--- src/hw/e1_alarm_regs.vh ---
// constants for the per-link alarm, criteria and monitor register bank
// assumes a 20 MHz core clock and register indices multiplied by four on APB
`ifndef E1_ALARM_REGS_VH
`define E1_ALARM_REGS_VH
// register indices inside one link page
`define IDX_ALARM_STATUS   8'hb9
`define IDX_ALARM_ENABLE   8'hba
`define IDX_ALARM_FLAGS    8'hbb
`define IDX_CRITERIA       8'hbc
`define IDX_SNAP_CTRL      8'hc2
`define IDX_OVF_ENABLE_0   8'hc3
`define IDX_OVF_ENABLE_1   8'hc4
`define IDX_OVF_FLAGS_0    8'hc5
`define IDX_OVF_FLAGS_1    8'hc6
// field positions
`define BIT_ALL_ONES_SEL   5
`define BIT_REMOTE_SEL     4
`define BIT_MANUAL_SNAP    5
`define BIT_AUTO_SNAP      4
`define RESET_BYTE         8'h00
// timing
`define CORE_CLK_KHZ       20000
`define RED_PERSIST_MS     100
`define SNAP_PERIOD_MS     1000
`define AIS_WINDOW_BITS    512
`define REMOTE_A_ONES      4
`define REMOTE_Y_ONES      3
`define TS16_RUN_OCTETS    16
`define TS16_PERIOD_FRAMES 16
`endif

--- src/hw/e1_alarm_performance_monitor_event_regs.v ---
// per-link alarm change flags, criteria select, snapshot control and overflow flags
// assumes framer detector inputs are synchronous to core_clk_in, one APB master
// Overview of operation
// - each alarm status change in either direction sets its change flag, bits 5..0
// - change and overflow flags stay set until software writes a one there
// - all-ones select zero: under 3 zeros in window plus out-of-frame declares
// - all-ones select one: two consecutive windows needed to declare or clear
// - remote select zero: 4 consecutive A ones declare, one zero clears
// - remote select one: single A one declares, single A zero clears
// - manual snapshot bit rising edge updates all monitor counters at once
// - auto snapshot bit set updates monitor counters every one second
// - counter overflow sets its matching overflow flag, bits 7..0
// - overflow flag drives interrupt only when same-position enable is one
// - line-code overflow flag gated onto interrupt by enable bit 0
// - four independent register copies, pages 0 to 3, same low offsets
// - red status follows frame loss or alignment persisting 100 ms
// - multiframe remote status sets on 3 Y ones, clears on one zero
// - ts16 loss sets on 16 zero octets, clears on 16 nonzero octets
// - ts16 all-ones sets under 4 zeros twice, clears over 3 zeros once
//
// Implementation choice: the APB slave port.
`include "e1_alarm_regs.vh"
`timescale 1ns/1ns
`default_nettype none

// ****************************************************************
// one link: detectors and registers
// ****************************************************************
module e1_link_bank #(
  parameter RED_CYCLES = `RED_PERSIST_MS * `CORE_CLK_KHZ
) (
  input  wire       clk_in,
  input  wire       rst_n_in,
  input  wire       wr_in,
  input  wire [7:0] addr_in,
  input  wire [7:0] wdata_in,
  input  wire       sec_tick_in,
  input  wire       oof_in,
  input  wire       bit_valid_in,
  input  wire       bit_in,
  input  wire       a_valid_in,
  input  wire       a_bit_in,
  input  wire       y_valid_in,
  input  wire       y_bit_in,
  input  wire       ts16_valid_in,
  input  wire [7:0] ts16_octet_in,
  input  wire [7:0] ovf_in,
  input  wire       lcv_ovf_in,
  output reg  [7:0] rdata_out,
  output reg        hit_out,
  output wire       irq_out,
  output reg        snapshot_out
);
  reg  [5:0]  status_reg;
  reg  [5:0]  status_d_reg;
  reg  [5:0]  alarm_en_reg;
  reg  [5:0]  alarm_flags_reg;
  reg  [1:0]  crit_reg;
  reg  [1:0]  snap_ctrl_reg;
  reg  [7:0]  ovf_en0_reg;
  reg         ovf_en1_reg;
  reg  [7:0]  ovf_flags0_reg;
  reg         ovf_flags1_reg;
  reg  [24:0] red_cnt_reg;
  reg  [8:0]  win_cnt_reg;
  reg  [1:0]  win_zero_reg;
  reg         prev_low_reg;
  reg         prev_high_reg;
  reg  [2:0]  a_ones_reg;
  reg  [1:0]  y_ones_reg;
  reg  [4:0]  zrun_reg;
  reg  [4:0]  nzrun_reg;
  reg  [3:0]  frame_cnt_reg;
  reg  [2:0]  ts16_zero_reg;
  reg         prev_few_reg;
  reg  [1:0]  zc_now;
  reg  [3:0]  oct_zeros;
  reg  [3:0]  tz_sum;
  integer     i;
  wire        wr_flags  = wr_in && (addr_in == `IDX_ALARM_FLAGS);
  wire        wr_ovf0   = wr_in && (addr_in == `IDX_OVF_FLAGS_0);
  wire        wr_ovf1   = wr_in && (addr_in == `IDX_OVF_FLAGS_1);
  wire        wr_snap   = wr_in && (addr_in == `IDX_SNAP_CTRL);
  wire        ais_sel   = crit_reg[1];
  wire        rai_sel   = crit_reg[0];
  wire        win_end   = bit_valid_in && (win_cnt_reg == `AIS_WINDOW_BITS - 1);
  wire        win_low   = (zc_now < 2'd3);
  wire        per_end   = ts16_valid_in && (frame_cnt_reg == `TS16_PERIOD_FRAMES - 1);
  wire        per_few   = (tz_sum < 4'd4);

  // zero counts of the current bit and octet
  always @*
  begin
    zc_now = win_zero_reg;
    if (!bit_in && win_zero_reg != 2'd3)
      zc_now = win_zero_reg + 2'd1;
    oct_zeros = 4'd0;
    for (i = 0; i < 8; i = i + 1)
      oct_zeros = oct_zeros + {3'd0, ~ts16_octet_in[i]};
    tz_sum = {1'b0, ts16_zero_reg} + oct_zeros;
    if (tz_sum > 4'd4)
      tz_sum = 4'd4;
  end

  // alarm detectors; status order ts16los, ts16ais, rmai, ais, rai, red
  always @(posedge clk_in)
  begin
    if (!rst_n_in)
    begin
      status_reg    <= 6'd0;
      red_cnt_reg   <= 25'd0;
      win_cnt_reg   <= 9'd0;
      win_zero_reg  <= 2'd0;
      prev_low_reg  <= 1'b0;
      prev_high_reg <= 1'b0;
      a_ones_reg    <= 3'd0;
      y_ones_reg    <= 2'd0;
      zrun_reg      <= 5'd0;
      nzrun_reg     <= 5'd0;
      frame_cnt_reg <= 4'd0;
      ts16_zero_reg <= 3'd0;
      prev_few_reg  <= 1'b0;
    end
    else
    begin
      if (oof_in == status_reg[0])
        red_cnt_reg <= 25'd0;
      else if (red_cnt_reg == RED_CYCLES - 1)
      begin
        red_cnt_reg   <= 25'd0;
        status_reg[0] <= oof_in;
      end
      else
        red_cnt_reg <= red_cnt_reg + 25'd1;
      // fixed 512-bit zero-count window
      if (bit_valid_in)
      begin
        win_cnt_reg  <= win_end ? 9'd0 : win_cnt_reg + 9'd1;
        win_zero_reg <= win_end ? 2'd0 : zc_now;
      end
      if (win_end)
      begin
        prev_low_reg  <= win_low;
        prev_high_reg <= !win_low;
        if (!ais_sel)
          status_reg[2] <= win_low ? (oof_in | status_reg[2]) : 1'b0;
        else if (win_low && prev_low_reg)
          status_reg[2] <= 1'b1;
        else if (!win_low && prev_high_reg)
          status_reg[2] <= 1'b0;
      end
      if (a_valid_in)
      begin
        a_ones_reg <= !a_bit_in ? 3'd0 : (a_ones_reg == 3'd4 ? 3'd4 : a_ones_reg + 3'd1);
        // four consecutive ones with remote select zero, one with select one; any zero clears
        if (!a_bit_in)
          status_reg[1] <= 1'b0;
        else if (!rai_sel && a_ones_reg >= `REMOTE_A_ONES - 1)
          status_reg[1] <= 1'b1;
        else if (rai_sel)
          status_reg[1] <= 1'b1;
      end
      // three Y ones set, a zero clears
      if (y_valid_in)
      begin
        y_ones_reg <= !y_bit_in ? 2'd0 : (y_ones_reg == 2'd3 ? 2'd3 : y_ones_reg + 2'd1);
        if (!y_bit_in)
          status_reg[3] <= 1'b0;
        else if (y_ones_reg >= `REMOTE_Y_ONES - 1)
          status_reg[3] <= 1'b1;
      end
      if (ts16_valid_in)
      begin
        // runs of zero and nonzero octets
        if (ts16_octet_in == 8'h00)
        begin
          nzrun_reg <= 5'd0;
          zrun_reg  <= (zrun_reg == 5'd16) ? 5'd16 : zrun_reg + 5'd1;
          if (zrun_reg >= `TS16_RUN_OCTETS - 1)
            status_reg[5] <= 1'b1;
        end
        else
        begin
          zrun_reg  <= 5'd0;
          nzrun_reg <= (nzrun_reg == 5'd16) ? 5'd16 : nzrun_reg + 5'd1;
          if (nzrun_reg >= `TS16_RUN_OCTETS - 1)
            status_reg[5] <= 1'b0;
        end
        frame_cnt_reg <= per_end ? 4'd0 : frame_cnt_reg + 4'd1;
        ts16_zero_reg <= per_end ? 3'd0 : tz_sum[2:0];
      end
      // two few-zero periods set, one busy period clears
      if (per_end)
      begin
        prev_few_reg <= per_few;
        if (per_few && prev_few_reg)
          status_reg[4] <= 1'b1;
        else if (!per_few)
          status_reg[4] <= 1'b0;
      end
    end
  end

  // software registers and sticky flags
  always @(posedge clk_in)
  begin
    if (!rst_n_in)
    begin
      status_d_reg    <= 6'd0;
      alarm_en_reg    <= 6'd0;
      alarm_flags_reg <= 6'd0;
      crit_reg        <= 2'd0;
      snap_ctrl_reg   <= 2'd0;
      ovf_en0_reg     <= `RESET_BYTE;
      ovf_en1_reg     <= 1'b0;
      ovf_flags0_reg  <= `RESET_BYTE;
      ovf_flags1_reg  <= 1'b0;
      snapshot_out    <= 1'b0;
    end
    else
    begin
      status_d_reg <= status_reg;
      // either-direction change sets flag; set wins over clear
      alarm_flags_reg <= (alarm_flags_reg & ~(wr_flags ? wdata_in[5:0] : 6'd0))
                         | (status_reg ^ status_d_reg);
      // overflow pulses set flags; zero writes leave bits alone
      ovf_flags0_reg <= (ovf_flags0_reg & ~(wr_ovf0 ? wdata_in : 8'h00)) | ovf_in;
      ovf_flags1_reg <= (ovf_flags1_reg & ~(wr_ovf1 & wdata_in[0])) | lcv_ovf_in;
      if (wr_in && addr_in == `IDX_ALARM_ENABLE)
        alarm_en_reg <= wdata_in[5:0];
      if (wr_in && addr_in == `IDX_CRITERIA)
        crit_reg <= {wdata_in[`BIT_ALL_ONES_SEL], wdata_in[`BIT_REMOTE_SEL]};
      if (wr_snap)
        snap_ctrl_reg <= {wdata_in[`BIT_MANUAL_SNAP], wdata_in[`BIT_AUTO_SNAP]};
      if (wr_in && addr_in == `IDX_OVF_ENABLE_0)
        ovf_en0_reg <= wdata_in;
      if (wr_in && addr_in == `IDX_OVF_ENABLE_1)
        ovf_en1_reg <= wdata_in[0];
      // manual rising edge; auto each second tick
      snapshot_out <= (wr_snap && wdata_in[`BIT_MANUAL_SNAP] && !snap_ctrl_reg[1])
                      || (snap_ctrl_reg[0] && sec_tick_in);
    end
  end

  // read mux of this page
  always @*
  begin
    hit_out   = 1'b1;
    rdata_out = 8'h00;
    case (addr_in)
      `IDX_ALARM_STATUS: rdata_out = {2'b00, status_reg};
      `IDX_ALARM_ENABLE: rdata_out = {2'b00, alarm_en_reg};
      `IDX_ALARM_FLAGS:  rdata_out = {2'b00, alarm_flags_reg};
      `IDX_CRITERIA:     rdata_out = {2'b00, crit_reg, 4'h0};
      `IDX_SNAP_CTRL:    rdata_out = {2'b00, snap_ctrl_reg, 4'h0};
      `IDX_OVF_ENABLE_0: rdata_out = ovf_en0_reg;
      `IDX_OVF_ENABLE_1: rdata_out = {7'd0, ovf_en1_reg};
      `IDX_OVF_FLAGS_0:  rdata_out = ovf_flags0_reg;
      `IDX_OVF_FLAGS_1:  rdata_out = {7'd0, ovf_flags1_reg};
      default:           hit_out   = 1'b0;
    endcase
  end

  // per-bit overflow enables; line-code enable bit 0
  assign irq_out = |(alarm_flags_reg & alarm_en_reg) | |(ovf_flags0_reg & ovf_en0_reg)
                   | (ovf_flags1_reg & ovf_en1_reg);
endmodule // e1_link_bank

// ****************************************************************
// top: APB slave, one-second divider, four link pages
// ****************************************************************
module e1_alarm_performance_monitor_event_regs #(
  parameter RED_CYCLES = `RED_PERSIST_MS * `CORE_CLK_KHZ,
  parameter SEC_CYCLES = `SNAP_PERIOD_MS * `CORE_CLK_KHZ
) (
  input  wire        core_clk_in,
  input  wire        resetn_in,
  input  wire        psel_in,
  input  wire        penable_in,
  input  wire        pwrite_in,
  input  wire [11:0] paddr_in,
  input  wire [31:0] pwdata_in,
  output reg  [31:0] prdata_out,
  output wire        pready_out,
  output wire        pslverr_out,
  input  wire [3:0]  oof_in,
  input  wire [3:0]  bit_valid_in,
  input  wire [3:0]  bit_in,
  input  wire [3:0]  a_valid_in,
  input  wire [3:0]  a_bit_in,
  input  wire [3:0]  y_valid_in,
  input  wire [3:0]  y_bit_in,
  input  wire [3:0]  ts16_valid_in,
  input  wire [31:0] ts16_octet_in,
  input  wire [31:0] ovf_in,
  input  wire [3:0]  lcv_ovf_in,
  output wire [3:0]  snapshot_out,
  output wire        int_n_out
);
  reg  [24:0] sec_cnt_reg;
  reg         sec_tick_reg;
  reg         err_reg;
  wire [1:0]  page    = paddr_in[11:10];
  wire [7:0]  idx     = paddr_in[9:2];
  wire        wr_acc  = psel_in && penable_in && pwrite_in;
  wire [31:0] rd_all;
  wire [3:0]  hit_all;
  wire [3:0]  irq_all;

  // one-second enable pulse
  always @(posedge core_clk_in)
  begin
    if (!resetn_in)
    begin
      sec_cnt_reg  <= 25'd0;
      sec_tick_reg <= 1'b0;
    end
    else
    begin
      sec_tick_reg <= (sec_cnt_reg == SEC_CYCLES - 1);
      sec_cnt_reg  <= (sec_cnt_reg == SEC_CYCLES - 1) ? 25'd0 : sec_cnt_reg + 25'd1;
    end
  end

  genvar g;
  generate
    for (g = 0; g < 4; g = g + 1)
    begin : link
      e1_link_bank #(.RED_CYCLES(RED_CYCLES)) u_bank (
        .clk_in        (core_clk_in),
        .rst_n_in      (resetn_in),
        .wr_in         (wr_acc && page == g),
        .addr_in       (idx),
        .wdata_in      (pwdata_in[7:0]),
        .sec_tick_in   (sec_tick_reg),
        .oof_in        (oof_in[g]),
        .bit_valid_in  (bit_valid_in[g]),
        .bit_in        (bit_in[g]),
        .a_valid_in    (a_valid_in[g]),
        .a_bit_in      (a_bit_in[g]),
        .y_valid_in    (y_valid_in[g]),
        .y_bit_in      (y_bit_in[g]),
        .ts16_valid_in (ts16_valid_in[g]),
        .ts16_octet_in (ts16_octet_in[8*g+7:8*g]),
        .ovf_in        (ovf_in[8*g+7:8*g]),
        .lcv_ovf_in    (lcv_ovf_in[g]),
        .rdata_out     (rd_all[8*g+7:8*g]),
        .hit_out       (hit_all[g]),
        .irq_out       (irq_all[g]),
        .snapshot_out  (snapshot_out[g])
      );
    end
  endgenerate

  // read data and error captured in the setup cycle
  always @(posedge core_clk_in)
  begin
    if (!resetn_in)
    begin
      prdata_out <= 32'h0000_0000;
      err_reg    <= 1'b0;
    end
    else if (psel_in && !penable_in)
    begin
      prdata_out <= {24'h00_0000, rd_all[8*page +: 8]};
      err_reg    <= !hit_all[page] || (paddr_in[1:0] != 2'b00);
    end
  end

  assign pready_out  = 1'b1;
  assign pslverr_out = psel_in && penable_in && err_reg;
  assign int_n_out   = !(|irq_all);
endmodule // e1_alarm_performance_monitor_event_regs

`default_nettype wire

--- config.mk ---
export PLATFORM = sky130hd
export DESIGN_NAME = e1_alarm_performance_monitor_event_regs
export DESIGN_NICKNAME = d
export VERILOG_FILES = /design/src/hw/e1_alarm_performance_monitor_event_regs.v
export VERILOG_INCLUDE_DIRS = /design/src /design/src/hw
export SDC_FILE = /design/constraint.sdc
export NUM_CORES = 1
export LEC_CHECK = 0
export BUFFER_PORTS_ARGS = -buffer_cell sky130_fd_sc_hd__buf_2
export CORE_UTILIZATION = 48
export DETAILED_ROUTE_END_ITERATION = 8
export GPL_ROUTABILITY_DRIVEN = 0
export PLACE_DENSITY = 0.66
export SKIP_LAST_GASP = 1
export SYNTH_ARGS = -nofsm -noshare
export SYNTH_HDL_FRONTEND = slang
export SYNTH_HIERARCHICAL = 1
export SYNTH_SLANG_ARGS = --single-unit
--- constraint.sdc ---
create_clock -name core_clk_in -period 5.9 [get_ports core_clk_in]
set_clock_uncertainty 0.1 [all_clocks]
set_input_delay 0.59 -clock core_clk_in [delete_from_list [all_inputs] [get_ports core_clk_in]]
set_output_delay 0.59 -clock core_clk_in [all_outputs]
set_load 0.02 [all_outputs]
==> metrics.txt, run 1 <==
vias in the first global route=19.7k; post-DR vias/cell=5.87; number of antenna violations at the first check in global routing=6; pin slew with the least headroom to its limit=1.12 ns; Synth Flop Type=dfxtp_1; fmax=288 MHz; CTS tree=done; area delta synth->final=11.5%; critical path arrival=3.82 ns; grt ovf=0; DR vias=21.1k; endpoints failing hold=0; ys async rst share=0%; DRC violations left=0; dpl cells=3490; CTS sink count=467; cell chain of the critical path=buf_2 > inv_1 > fa_1 > fa_1 > inv_1 > fa_1 > inv_1 > fa_1 > inv_1 > fa_1 > nand2b_1 > nor3_1 > o31ai_1 > a211oi_1; I/O pin cnt=188; Synth Warn #=6; Setup TNS=0 ns; Worst setup EP type=register; #FFs+latches synth=467; number of synthesized flops with an enable pin=0; simple-gate portion of the synthesized area=23.8%; Bufs on Longest Clock Path=3; Mapped Cells=2807; critical path startpoint category=input pin; Rel. slew slack=25.0%; DR pass1 iterations=6; Mapped Area=24100 um2; area share of xor/xnor cells in the synthesized design=4.76%; fillers=4527; Final nets=3125; most used cell, CP=fa_1; Synth cell types=85; Final Cycle Share=58.8%; Post-CTS Setup Bufs=0; most instantiated library cell after synthesis=dfxtp_1; hold crit path type=in -> reg; top post-synthesis cells by count=dfxtp_1 (467), nor2_1 (254), nand2_1 (235), a21oi_1 (203), inv_1 (149); die width=226 um; max reg flops=100; status=completed; floorplan core area=49300 um2; Initial Util=49.0%; DRT Wirelength=61.7 mm; row cnt=81; CP max FO=4; LEAKAGE=10.0 nW; cts hold-fix bufs=0; Tmin final=3.47 ns; Worst Path Class, Setup=in -> reg; Final Non-Filler Cells=3585; max incr delay on CP=0.52 ns; # setup viols final=0; first-pass GRT wire length=99.4 mm; DP Wirelength=43.3 mm; Total Die Area=51100 um2; CTS buffer count=51; remaining antenna violation count after routing=0; top cells by area, synth=dfxtp_1 (39%), a21oi_1 (4.2%), ha_1 (4.0%); H-tree depth=2; Root Buffer=clkbuf_16; complex-gate fraction of the synthesized area=17.2%; largest net degree at the start of global routing=78; Pins Over Slew Limit=0; CTS resizes=0; clock-pin slew on the worst setup and hold paths=0.06 ns; Port Buffers=138; critical path's top delay family=adder cells; slowest CP cell=fa_1; mux contribution to synthesized area=4.05%; post-synth top area share=38.8%; GRT Overall Usage=23.7%; CP bufs+invs=5; clock insertion delay at the later pin of the skew report=0.58 ns; main combinational cell family by area after synthesis=simple AND/OR/NAND/NOR gates; Max VDD drop=0.000189 V; layout cells sized above 1=10.3%; DR WL/cell=17.2 um; Max Cap Violations=0; PwrDens=286 nW/um2; Syn Area/Cell=8.59 um2; sequential area share after synthesis=38.8%; RSZ-0062 raised after global routing=no; post-synth top area cell=dfxtp_1; initial DRC count=1835; DIE HEIGHT=226 um; Adder-Cell Fraction of Synth Area=5.84%; CP Data Required Time=6.25 ns
per-stage QoR:
stage | cell area [um2] | setup slack (ns) | power [mW] | hold slack (ns) | utilization, %
2_1_floorplan | 24200 | 2.19 | 4.13 | 0.325 | -
3_3_place_gp | 25100 | 1.94 | 4.34 | 0.337 | 50.9
5_1_grt | 26900 | 2.14 | 8.03 | 0.109 | 54.5
4_1_cts | 26900 | 2.44 | 7.76 | 0.0881 | 54.5
6_report | 26900 | 2.43 | 7.68 | 0.114 | 54.6
3_5_place_dp | 25100 | 1.84 | 4.40 | 0.352 | 50.9
where the power goes:
part,switching (mW),internal [mW],total (mW)
Sequential,0.0651,3.24,3.30
Clock,1.31,2.04,3.35
Combinational,0.621,0.413,1.03
Total,2.00,5.69,7.68
worst paths after layout:
path | start | slack (ns) | cells past startpoint | endpoint
max | ts16_octet_in[24] | 2.43 | 14 | link[3].u_bank/status_reg[4]$_SDFFE_PN0P_
min | ovf_in[24] | 0.11 | 2 | link[3].u_bank/ovf_flags0_reg[0]$_SDFF_PN0_
max reg2reg | link[3].u_bank/ts16_zero_reg[0]$_SDFFE_PN0P_ | 3.22 | 10 | link[3].u_bank/status_reg[4]$_SDFFE_PN0P_
min reg2reg | link[0].u_bank/red_cnt_reg[0]$_SDFF_PP0_ | 0.36 | 1 | link[0].u_bank/red_cnt_reg[0]$_SDFF_PP0_
layout by cell type, fill, tap and decap left out, drive strengths merged, types with 34 or more instances in the layout:
cell and n:
or3 38, buf 153, nand3 104, a22oi 46
clkbuf 64, o31ai 34, nand4 84, a21oi 205
and3 37, xnor2 59, nand2 238, ha 77
nor2 254, dfxtp 467, nor3 54, o21a 44
inv 153, a21boi 39, and2 34, mux2i 66
o21ai 129, xor2 72
cell families after synthesis:
family          count (synthesis)
compound gates                647
xor+xnor                      131
fa+ha+maj                     101
buf+inv                       309
flops                         467
mux                            85
other cells                     2
simple gates                 1065
layer usage:
layer,global-route usage (%),wire (um)
met1,30.6,26900
met2,40.2,29500
met3,3.50,3460
met4,8.35,1740
met5,0,46
final cells by class:
| type | count | area (um2) | share of cell area (%) |
|---|---|---|---|
| Antenna cell | 5 | 12.5 | 0.0466 |
| Clock buffer | 64 | 1450 | 5.39 |
| Clock inverter | 26 | 324 | 1.21 |
| Inverter | 152 | 571 | 2.12 |
| Multi-Input combinational cell | 2054 | 13500 | 50.3 |
| Sequential cell | 467 | 9350 | 34.8 |
| Tap cell | 664 | 831 | 3.09 |
| Timing Repair Buffer | 153 | 822 | 3.06 |
No activity file was read; power rests on OpenSTA's default activity.
==> run 2: changes to the inputs <==
Clock period 5.9 ns to 3.2 ns, I/O delays scaled along.
==> metrics.txt, run 2 (synthesis results as in run 1) <==
DIE HEIGHT=226 um (unchanged); Max Cap Violations=0 (unchanged); Hold Startpoint=ts16_octet_in[14] (was ovf_in[24]); CTS tree=done (unchanged); # setup viols final=0 (unchanged); largest net degree at the start of global routing=59 (was 78); DP Wirelength=44.2 mm (was 43.3 mm); DRC violations left=0 (unchanged); CP Data Required Time=2.78 ns (was 6.25 ns); Max VDD drop=0.000433 V (was 0.000189 V); Final Cycle Share=95.6%; critical path startpoint category=register (was input pin); Seq pwr share=41.6% (was 43.0%); Setup WS post-layout=0.139 ns (was 2.43 ns); cell chain of the critical path=a22o_1 > a221oi_1 > nand4_1 > nor4_1 > buf_2 (was buf_2 > inv_1 > fa_1 > fa_1 > inv_1 > fa_1 > inv_1 > fa_1 > inv_1 > fa_1 > nand2b_1 > nor3_1 > o31ai_1 > a211oi_1); I/O pin cnt=188 (unchanged); row cnt=81 (unchanged); Port Buffers=138 (unchanged); GRT Overall Usage=24.5% (was 23.7%); Worst Path Class, Setup=reg -> out (was in -> reg); Total Die Area=51100 um2 (unchanged); clock insertion delay at the later pin of the skew report=0.60 ns (was 0.58 ns); Initial Util=49.0% (unchanged); DR pass1 iterations=6 (unchanged); initial DRC count=1482 (was 1835); floorplan core area=49300 um2 (unchanged); most frequent cells in the layout=dfxtp_1 (467), nor2_1 (254), nand2_1 (235), a21oi_1 (203) (was dfxtp_1 (467), nor2_1 (254), nand2_1 (235), a21oi_1 (203), inv_1 (149)); Worst setup EP type=output pin (was register); Tot Pwr=14.7 mW (was 7.68 mW); Rel. slew slack=42.7% (was 25.0%); Psw=3.82 mW (was 2.00 mW); hold crit path type=in -> reg (unchanged); most common cell after layout, fill and taps aside=dfxtp_1 (unchanged); status=completed (unchanged); CP max FO=3 (was 4); RSZ-0062 raised after global routing=no (unchanged); DR WL/cell=17.0 um (was 17.2 um); CP bufs+invs=1 (was 5); Final nets=3245 (was 3125); fillers=4411 (was 4527); switching share of power=26.1% (was 26.0%); post-DR vias/cell=5.78 (was 5.87); dpl ws=-0.359 ns (was 1.84 ns); power share of the clock group=44.0% (was 43.5%); critical path's top delay family=simple AND/OR/NAND/NOR gates (was adder cells); Pins Over Slew Limit=0 (unchanged); r2r startpoint=link[3].u_bank/ts16_zero_reg[0]$_SDFFE_PN0P_ (unchanged); Setup TNS=0 ns (unchanged); placed instance area=25500 um2 (was 25100 um2); grt ovf=0 (unchanged); critical path arrival=2.64 ns (was 3.82 ns); first-pass GRT wire length=103 mm (was 99.4 mm); LEAKAGE=10.6 nW (was 10.0 nW); layout cells sized above 1=12.3% (was 10.3%); CTS buffer count=51 (unchanged); max incr delay on CP=0.72 ns (was 0.52 ns); area delta synth->final=16.8% (was 11.5%); remaining antenna violation count after routing=0 (unchanged); cell internal pwr=10.8 mW (was 5.69 mW); number of antenna violations at the first check in global routing=8 (was 6); slowest CP cell=nor4_1 (was fa_1); DRT Wirelength=63.1 mm (was 61.7 mm); die width=226 um (unchanged); vias in the first global route=20.7k (was 19.7k); PwrDens=521 nW/um2 (was 286 nW/um2); CTS resizes=0 (unchanged); pin slew with the least headroom to its limit=0.858 ns (was 1.12 ns); max reg flops=100 (unchanged); power share of the combinational group=14.4% (was 13.5%); Root Buffer=clkbuf_16 (unchanged); post-route cell area=28100 um2 (was 26900 um2); Worst Setup SP=link[0].u_bank/ovf_flags0_reg[7]$_SDFF_PN0_ (was ts16_octet_in[24]); Bufs on Longest Clock Path=3 (unchanged); clock-pin slew on the worst setup and hold paths=0.07 ns (was 0.06 ns); CTS sink count=467 (unchanged); fmax=327 MHz; Tmin final=3.06 ns; endpoints failing hold=0 (unchanged); DR vias=21.5k (was 21.1k); H-tree depth=2 (unchanged)
[run 2: final timing paths]
path | slack (ns) | depth (start not counted) | endpoint
worst max register to register | 0.73 | 10 | link[3].u_bank/ts16_zero_reg[2]$_SDFFE_PN0P_
worst max-delay path | 0.14 | 5 | int_n_out
worst min register to register | 0.36 | 1 | sec_cnt_reg[0]$_SDFF_PP0_
worst min-delay path | 0.04 | 4 | link[1].u_bank/status_reg[5]$_SDFFE_PN0P_
[run 2: timing repair]
action	in CTS	in global routing
setup buffers	0	0
hold endpoints to repair	87	0
hold buffers	79	0
[run 2: area by class of cell]
class | count | area, um2 | share of cell area (%)
clock inverters | 37 | 504 | 1.79
well taps | 664 | 831 | 2.95
clock buffers | 59 | 1360 | 4.82
inverters | 152 | 601 | 2.13
multi-input cells | 2054 | 13600 | 48.2
diodes | 6 | 15.0 | 0.0533
repair buffers | 273 | 1930 | 6.85
flip-flops and latches | 467 | 9350 | 33.2
[run 2: power by group through the flow]
stage | Sequential (mW) | Combinational (mW) | Clock, mW
detailed placement | 6.22 | 2.04 | 0
CTS | 6.09 | 2.12 | 6.60
floorplan | 6.18 | 1.51 | 0
finish | 6.10 | 2.12 | 6.45
global route | 6.11 | 2.39 | 6.84
global placement | 6.21 | 1.94 | 0
[run 2: layer usage]
layer	global-route usage, %	vias up	share of wire (%)	wire, um
met5	0	-	0.043	27
met2	40.5	607	46	29300
li1	-	10500	-	-
met4	9.81	4	3.3	2060
met1	32.3	10300	45	28100
met3	3.34	126	5.7	3610
[run 2: metrics by stage]
stage	utilization (%)	hold WS, ns	cells
floorplan	-	0.325	2830
CTS	57.1	0.00483	3706
detailed placement	51.7	0.350	3531
finish	57.2	0.0365	3712
global placement	51.7	0.342	3531
global route	57.2	0.0451	3712
[run 2: tightest hold or removal path, cell delays in order]
cell and delay [ns]:
buf_2 0.09, nor4_2 0.08, nand2_1 0.09, a311oi_1 0.09
